## config.mk

```make
export PLATFORM = sky130hd
export DESIGN_NAME = rxafc_top
export DESIGN_NICKNAME = d
export VERILOG_FILES = /design/src/logic/rxafc_sync.v /design/src/logic/rxafc_jam_timer.v /design/src/logic/rxafc_top.v
export VERILOG_INCLUDE_DIRS = /design/src /design/src/logic
export SDC_FILE = /design/constraint.sdc
export NUM_CORES = 1
export LEC_CHECK = 0
export BUFFER_PORTS_ARGS = -buffer_cell sky130_fd_sc_hd__buf_4
export CAP_MARGIN = 40
export CORE_MARGIN = 2
export CORE_UTILIZATION = 35
export CTS_BUF_LIST = sky130_fd_sc_hd__clkbuf_4
export CTS_CLUSTER_SIZE = 24
export DETAILED_ROUTE_END_ITERATION = 6
export HOLD_SLACK_MARGIN = 0.02
export PLACE_DENSITY = 0.54
export SLEW_MARGIN = 15
export SYNTH_ARGS = -nofsm -noshare
export SYNTH_HDL_FRONTEND = slang
export SYNTH_SLANG_ARGS = --single-unit
```

## constraint.sdc

```tcl
create_clock -name clock_i -period 8 [get_ports clock_i]
set_input_delay 0.4 -clock clock_i [delete_from_list [all_inputs] [get_ports clock_i]]
set_output_delay 0.4 -clock clock_i [all_outputs]
set_load 0.005 [all_outputs]
```

## src/logic/rxafc_map.vh

```
`ifndef RXAFC_MAP_VH
`define RXAFC_MAP_VH
`define RXAFC_CFG_OFFSET     8'hac
`define RXAFC_CFG_RESET      32'h0000_0000
`define RXAFC_CFG_WMASK      32'h00ff_ffff
`define RXAFC_HI_MSB         23
`define RXAFC_HI_LSB         16
`define RXAFC_LO_MSB         15
`define RXAFC_LO_LSB         8
`define RXAFC_DUR_MSB        7
`define RXAFC_DUR_LSB        4
`define RXAFC_BIT_MCAST      3
`define RXAFC_BIT_BCAST      2
`define RXAFC_BIT_OWN        1
`define RXAFC_BIT_ANY        0
`define RXAFC_UNIT_SHIFT     6
`define RXAFC_CLK_MHZ        100
`define RXAFC_SLOW_EXTRA_NS  2200
`define RXAFC_NS_PER_CYCLE   10
`endif

```

## src/logic/rxafc_sync.v

```verilog
`timescale 1ns/1ps
// three-stage pin synchroniser; a change counts once stages two and three agree
module rxafc_sync (
  input  wire clock_i,
  input  wire rst_b_i,
  input  wire pin_i,
  output reg  level_o
);
  reg s1;
  reg s2;
  reg s3;
  always @(posedge clock_i or negedge rst_b_i) begin
    if (!rst_b_i) begin
      s1      <= 1'b0;
      s2      <= 1'b0;
      s3      <= 1'b0;
      level_o <= 1'b0;
    end else begin
      s1 <= pin_i;
      s2 <= s1;
      s3 <= s2;
      if (s2 == s3) begin
        level_o <= s3;
      end
    end
  end
endmodule // rxafc_sync

```

## src/logic/rxafc_jam_timer.v

```verilog
`timescale 1ns/1ps
`include "rxafc_map.vh"
// backpressure period timer: duration code to cycle count, counts down
module rxafc_jam_timer #(
  parameter CNT_W = 17
) (
  input  wire       clock_i,
  input  wire       rst_b_i,
  input  wire       start_i,
  input  wire [3:0] code_i,
  input  wire       slow_i,
  input  wire       abort_i,
  output wire       busy_o
);
  reg [CNT_W-1:0] count;

  function [CNT_W-1:0] dur_cycles;
    input [3:0] code;
    input       slow;
    reg   [31:0] us;
    reg   [31:0] cyc;
    begin
      case (code)
        4'h0: us = 32'd5;
        4'h1: us = 32'd10;
        4'h2: us = 32'd15;
        4'h3: us = 32'd25;
        4'h4: us = 32'd50;
        default: us = (code - 32'd3) * 32'd50;
      endcase
      cyc = us * `RXAFC_CLK_MHZ;
      if (slow) begin
        cyc = cyc + `RXAFC_SLOW_EXTRA_NS / `RXAFC_NS_PER_CYCLE;
      end
      dur_cycles = cyc[CNT_W-1:0];
    end
  endfunction

  assign busy_o = (count != {CNT_W{1'b0}});

  always @(posedge clock_i or negedge rst_b_i) begin
    if (!rst_b_i) begin
      count <= {CNT_W{1'b0}};
    end else if (abort_i) begin
      count <= {CNT_W{1'b0}};
    end else if (start_i) begin
      count <= dur_cycles(code_i, slow_i);
    end else if (busy_o) begin
      count <= count - {{(CNT_W-1){1'b0}}, 1'b1};
    end
  end
endmodule // rxafc_jam_timer

```

## src/logic/rxafc_top.v

```verilog
`timescale 1ns/1ps
`include "rxafc_map.vh"
// Contract
// no pause frame and no backpressure while the transmitter is disabled
// high level is bits 23:16 in 64-byte units; flow control starts there
// full duplex: one pause frame with the programmed pause time at high level
// half duplex: jam each selected incoming frame for the programmed duration
// low level is bits 15:8; falling below it sends a zero-time pause
// zero-time pause only after high was reached and a pause was sent
// software keeps low level strictly below high level when enabled
// bits 7:4 select backpressure duration; unused in full duplex
// bit 3 jams multicast frames in half duplex above high level
// bit 2 jams broadcast frames in half duplex above high level
// bit 1 jams frames to own address in half duplex above high level
// duration codes map 5 to 600 us, 2.2 us more at 10 Mb/s
// bit 0 acts on any frame, overrides bits 3:1, pauses without decode
// compare fifo byte count to each level times 64 every cycle
module rxafc_top #(
  parameter FIFO_W  = 14,
  parameter PAUSE_W = 16,
  parameter JAM_W   = 17
) (
  input  wire               clock_i,
  input  wire               rst_b_i,
  input  wire               reg_wr_i,
  input  wire               reg_rd_i,
  input  wire [7:0]         reg_addr_i,
  input  wire [31:0]        reg_wdata_i,
  output reg  [31:0]        reg_rdata_o,
  input  wire [FIFO_W-1:0]  rx_fifo_used_i,
  input  wire               tx_enable_i,
  input  wire               full_duplex_i,
  input  wire               speed_10_i,
  input  wire [PAUSE_W-1:0] pause_time_value_i,
  input  wire               rx_preamble_i,
  input  wire               rx_addr_valid_i,
  input  wire               rx_is_multicast_i,
  input  wire               rx_is_broadcast_i,
  input  wire               rx_is_own_addr_i,
  input  wire               pause_done_i,
  output reg                pause_req_o,
  output reg  [PAUSE_W-1:0] pause_time_o,
  output reg                backpressure_o,
  output reg                above_high_o
);
  localparam ST_IDLE   = 2'd0;
  localparam ST_SEND   = 2'd1;
  localparam ST_PAUSED = 2'd2;
  localparam ST_RESUME = 2'd3;

  reg  [31:0]        cfg;
  reg  [1:0]         state;
  reg  [1:0]         next_state;
  reg                next_pause_req;
  reg  [PAUSE_W-1:0] next_pause_time;
  reg                sent_flag;
  reg                next_sent_flag;
  reg                jam_start;
  reg                hi_pending;
  wire               tx_en_s;
  wire               jam_busy;
  wire [7:0]         hi_lvl = cfg[`RXAFC_HI_MSB:`RXAFC_HI_LSB];
  wire [7:0]         lo_lvl = cfg[`RXAFC_LO_MSB:`RXAFC_LO_LSB];
  wire [3:0]         dur    = cfg[`RXAFC_DUR_MSB:`RXAFC_DUR_LSB];
  wire               any_en = cfg[`RXAFC_BIT_ANY];
  wire               afc_en = |cfg[`RXAFC_BIT_MCAST:`RXAFC_BIT_ANY];
  wire [FIFO_W+7:0]  used_w = {8'h00, rx_fifo_used_i};
  wire [FIFO_W+7:0]  hi_b   = {{FIFO_W{1'b0}}, hi_lvl} << `RXAFC_UNIT_SHIFT;
  wire [FIFO_W+7:0]  lo_b   = {{FIFO_W{1'b0}}, lo_lvl} << `RXAFC_UNIT_SHIFT;
  wire               at_high = (used_w >= hi_b);
  wire               below_low = (used_w < lo_b);

  // tx enable may come from the mac's own domain, so it is synchronised
  rxafc_sync u_txen (
    .clock_i (clock_i),
    .rst_b_i (rst_b_i),
    .pin_i   (tx_enable_i),
    .level_o (tx_en_s)
  );

  rxafc_jam_timer #(
    .CNT_W (JAM_W)
  ) u_jam (
    .clock_i (clock_i),
    .rst_b_i (rst_b_i),
    .start_i (jam_start),
    .code_i  (dur),
    .slow_i  (speed_10_i),
    .abort_i (!tx_en_s || full_duplex_i),
    .busy_o  (jam_busy)
  );

  // register access: reserved top byte reads zero and ignores writes
  always @(posedge clock_i or negedge rst_b_i) begin
    if (!rst_b_i) begin
      cfg <= `RXAFC_CFG_RESET;
    end else if (reg_wr_i && reg_addr_i == `RXAFC_CFG_OFFSET) begin
      cfg <= reg_wdata_i & `RXAFC_CFG_WMASK;
    end
  end

  always @(posedge clock_i or negedge rst_b_i) begin
    if (!rst_b_i) begin
      reg_rdata_o <= 32'h0000_0000;
    end else if (reg_rd_i && reg_addr_i == `RXAFC_CFG_OFFSET) begin
      reg_rdata_o <= cfg;
    end else begin
      reg_rdata_o <= 32'h0000_0000;
    end
  end

  // half duplex frame selection; bit 0 overrides the per-type bits
  function frame_hit;
    input any;
    input [2:0] sel;
    input pre;
    input dec;
    input mc;
    input bc;
    input own;
    begin
      if (any) begin
        frame_hit = pre;
      end else begin
        frame_hit = dec && ((sel[2] && mc) || (sel[1] && bc) || (sel[0] && own));
      end
    end
  endfunction

  always @(posedge clock_i or negedge rst_b_i) begin
    if (!rst_b_i) begin
      jam_start      <= 1'b0;
      backpressure_o <= 1'b0;
      above_high_o   <= 1'b0;
    end else begin
      above_high_o <= at_high;
      jam_start    <= tx_en_s && !full_duplex_i && at_high && !jam_busy &&
                      frame_hit(any_en, cfg[`RXAFC_BIT_MCAST:`RXAFC_BIT_OWN],
                                rx_preamble_i, rx_addr_valid_i, rx_is_multicast_i,
                                rx_is_broadcast_i, rx_is_own_addr_i);
      // follows the timer, gated only by tx enable and half duplex, so the jam lasts exactly the coded number of cycles
      backpressure_o <= tx_en_s && !full_duplex_i && jam_busy;
    end
  end

  // full duplex: the high-level pause requires bit 0; the zero-time pause needs any of bits 3:0
  always @* begin
    next_state      = state;
    next_pause_req  = pause_req_o;
    next_pause_time = pause_time_o;
    next_sent_flag  = sent_flag;
    hi_pending      = full_duplex_i && any_en && at_high;
    case (state)
      ST_IDLE: begin
        if (tx_en_s && hi_pending) begin
          next_state      = ST_SEND;
          next_pause_req  = 1'b1;
          next_pause_time = pause_time_value_i;
        end
      end
      ST_SEND: begin
        if (pause_done_i) begin
          next_pause_req = 1'b0;
          next_sent_flag = 1'b1;
          next_state     = ST_PAUSED;
        end
      end
      ST_PAUSED: begin
        // only one pause while above high; resume once below low
        if (sent_flag && below_low && afc_en) begin
          next_state      = ST_RESUME;
          next_pause_req  = 1'b1;
          next_pause_time = {PAUSE_W{1'b0}};
        end
      end
      ST_RESUME: begin
        if (pause_done_i) begin
          next_pause_req = 1'b0;
          next_sent_flag = 1'b0;
          next_state     = ST_IDLE;
        end
      end
      default: begin
        next_state     = ST_IDLE;
        next_pause_req = 1'b0;
      end
    endcase
    if (!tx_en_s || !full_duplex_i) begin
      next_state     = ST_IDLE;
      next_pause_req = 1'b0;
      next_sent_flag = 1'b0;
    end
  end

  always @(posedge clock_i or negedge rst_b_i) begin
    if (!rst_b_i) begin
      state        <= ST_IDLE;
      pause_req_o  <= 1'b0;
      pause_time_o <= {PAUSE_W{1'b0}};
      sent_flag    <= 1'b0;
    end else begin
      state        <= next_state;
      pause_req_o  <= next_pause_req;
      pause_time_o <= next_pause_time;
      sent_flag    <= next_sent_flag;
    end
  end
endmodule // rxafc_top

```

==> results.json <==
{
  "synthToLayoutAreaGrowth_pct": 19.2,
  "synth_edf_count": 0,
  "wire_per_inst_um": 14.7,
  "synthFlopType": "dfrtp_1",
  "endpoint_kind": "flop",
  "layout_commonest_cell": "buf_4",
  "hold_viol_final": 0,
  "nFillCells": 1727,
  "htreeDepth": 3,
  "final_max_slew_viol_count": 0,
  "overflow": 0,
  "first_pass_iters": 6,
  "maxCapViolations": 0,
  "critical_path_buf_inv_count": 5,
  "synthArstFlopShare": 1.00,
  "initial_core_util": 0.358,
  "grt_usage": 0.151,
  "drt_iter0_drc": 245,
  "post_route_cells_drive_above_1_share": 0.243,
  "die_h_um": 140,
  "viasPerCell": 4.94,
  "fin_nets": 925,
  "hold_ws_ns": 0.0793,
  "leakagePower_nw": 3.96,
  "cp.required_ns": 8.35,
  "grt_start_max_net_pins": 44,
  "n_antenna_cell": 0,
  "fin_crit_ns": 6.92,
  "clkLatencyLatePin_ns": 0.43,
  "netlist_instances": 645,
  "cts-root-buf": "clkbuf_4",
  "layout_common_cells": "buf_4 (119), dfrtp_1 (92), ha_1 (70)",
  "setup_viol": 0,
  "hpwl_mm": 11.4,
  "cts-buffers-inserted": 9,
  "wl_met3_um": 562,
  "ant_nets": 0,
  "yosysWarningCount": 0,
  "hold_path_class": "in -> reg",
  "cp_top_family": "adder cells",
  "fp-row-count": 49,
  "peakVddDrop_uv": 85.3,
  "critPathLaunchType": "flop",
  "grt_pass1_vias": 5126,
  "dieArea_um2": 19600,
  "ys_seq_elements": 92,
  "gp_congestion": 0.772,
  "fin_cells": 993,
  "slew_headroom": 0.505,
  "ys_types": 63,
  "avgSynthCellArea_um2": 10.1,
  "grt_antenna_before_repair": 0,
  "fin_skew_ns": 0.0139,
  "met1_length_mm": 6.72,
  "max_stage_delay_ns": 0.55,
  "grt_pass1_wl_mm": 24.5,
  "post-place-cells": 976,
  "fmax_ghz": 0.145,
  "io_pins": 134,
  "totalWireLength_mm": 14.6,
  "finalSetupTns_ns": 0,
  "die-width_um": 140,
  "dr_total_vias": 4907,
  "cp.arrival_ns": 7.26,
  "cts_tree": "built",
  "drc": 2,
  "worstPathMaxFanout": 10,
  "port_buffers": 117,
  "cp_slowest_cell": "fa_1",
  "yosysSeqAreaShare": 0.355,
  "clockBufferDepth": 2,
  "r2r_slack_ns": 1.08,
  "violations": "DRC",
  "finalPower_mw": 1.89,
  "rsz0062_at_grt": "no",
  "power_density_nw_per_um2": 245,
  "period_share": 0.865,
  "critical_path_class": "reg -> reg",
  "routed.top_layer": "met4",
  "status": "complete, but fails checks",
  "clk_pin_slew_ns": 0.14,
  "syn_area_um2": 6480,
  "core_area_um2": 18100,
  "cts.sinks": 92,
  "worst_pin_slew_ns": 0.743,
  "wl_met2_mm": 7.16
}
## kinds of logic after synthesis
logic type | share of synthesized area
muxes | 0.0712
AOI/OAI and AO/OA | 0.115
xor gates and xnor gates | 0.0591
adders and majority gates | 0.177
DFF | 0.355
other | 0.000578
and+or+nand+nor | 0.159
buffers and inverters | 0.0633
## what timing repair did
action | in CTS | in global routing
hold buffers | 1 | 0
hold endpoints to repair | 17 | 0
setup buffers | 0 | 0
gates resized for setup | 0 | 0
## final timing paths
kind,end,start,depth (start not counted)
max,u_jam.count[16],cfg[4],25
min,u_txen.s1,tx_enable_i,1
max reg2reg,u_jam.count[16],cfg[4],25
min reg2reg,u_txen.s2,u_txen.s1,0
max in group asynchronous,reg_rdata_o[1],rst_b_i,4
min in group asynchronous,pause_time_o[2],rst_b_i,2
## Yosys cell counts (all sizes together), types with 5 or more instances
library cell  instances  area, µm²
nand2                32        120
fa                   13        260
xor2                 16        148
nor3                 15       91.3
xnor2                26        235
a21oi                21        105
nor2b                24        150
clkbuf               14       52.6
mux2                 41        462
a211oi               21        158
a21o                 11       82.6
nand4                 6       37.5
inv                  68        255
nand2b                6       37.5
ha                   70        876
nand3                 9       45.0
and2                  5       31.3
o21ai                19       98.8
nor2                 40        150
dfrtp                92       2300
or3                   7       43.8
nor4                  7       73.8
and3                 26        163
buf                  13        103
## layer usage
metal,vias to the layer above,track usage
li1,2457,-
met1,2347,0.197
met2,95,0.258
met3,8,0.0318
met4,0,0.0377
met5,-,0
## area by class of cell
type                    instances  area [µm²]  area share
clock buffers                  10        75.1     0.00972
flip-flops and latches         92        2300       0.298
inverters                      68         255      0.0330
repair buffers                123         966       0.125
well taps                     229         287      0.0371
clock inverters                 6        38.8     0.00502
multi-input cells             465        3800       0.492
## power by group
| part | switching, mW | total [mW] | internal (mW) |
|---|---|---|---|
| Sequential | 0.0467 | 0.571 | 0.525 |
| Clock | 0.161 | 0.229 | 0.0679 |
| Combinational | 0.621 | 1.09 | 0.474 |
| Total | 0.828 | 1.89 | 1.07 |
## sequential cells by signal, summed over array words and instances, names as in the netlist, 2 cells and up
name / cells
pause_time_o: 16
u_jam.count: 17
cfg: 24
reg_rdata_o: 24
state: 2
## per-stage QoR
stage | cell area (µm²) | utilization | setup WS [ns]
after floorplan | 6510 | - | 1.72
after global placement | 7540 | 0.417 | 1.21
after detailed placement | 7600 | 0.420 | 1.10
after CTS | 7730 | 0.427 | 1.06
after global routing | 7730 | 0.427 | 0.550
final | 7730 | 0.427 | 1.08
No activity file was read; power rests on OpenSTA's default activity.
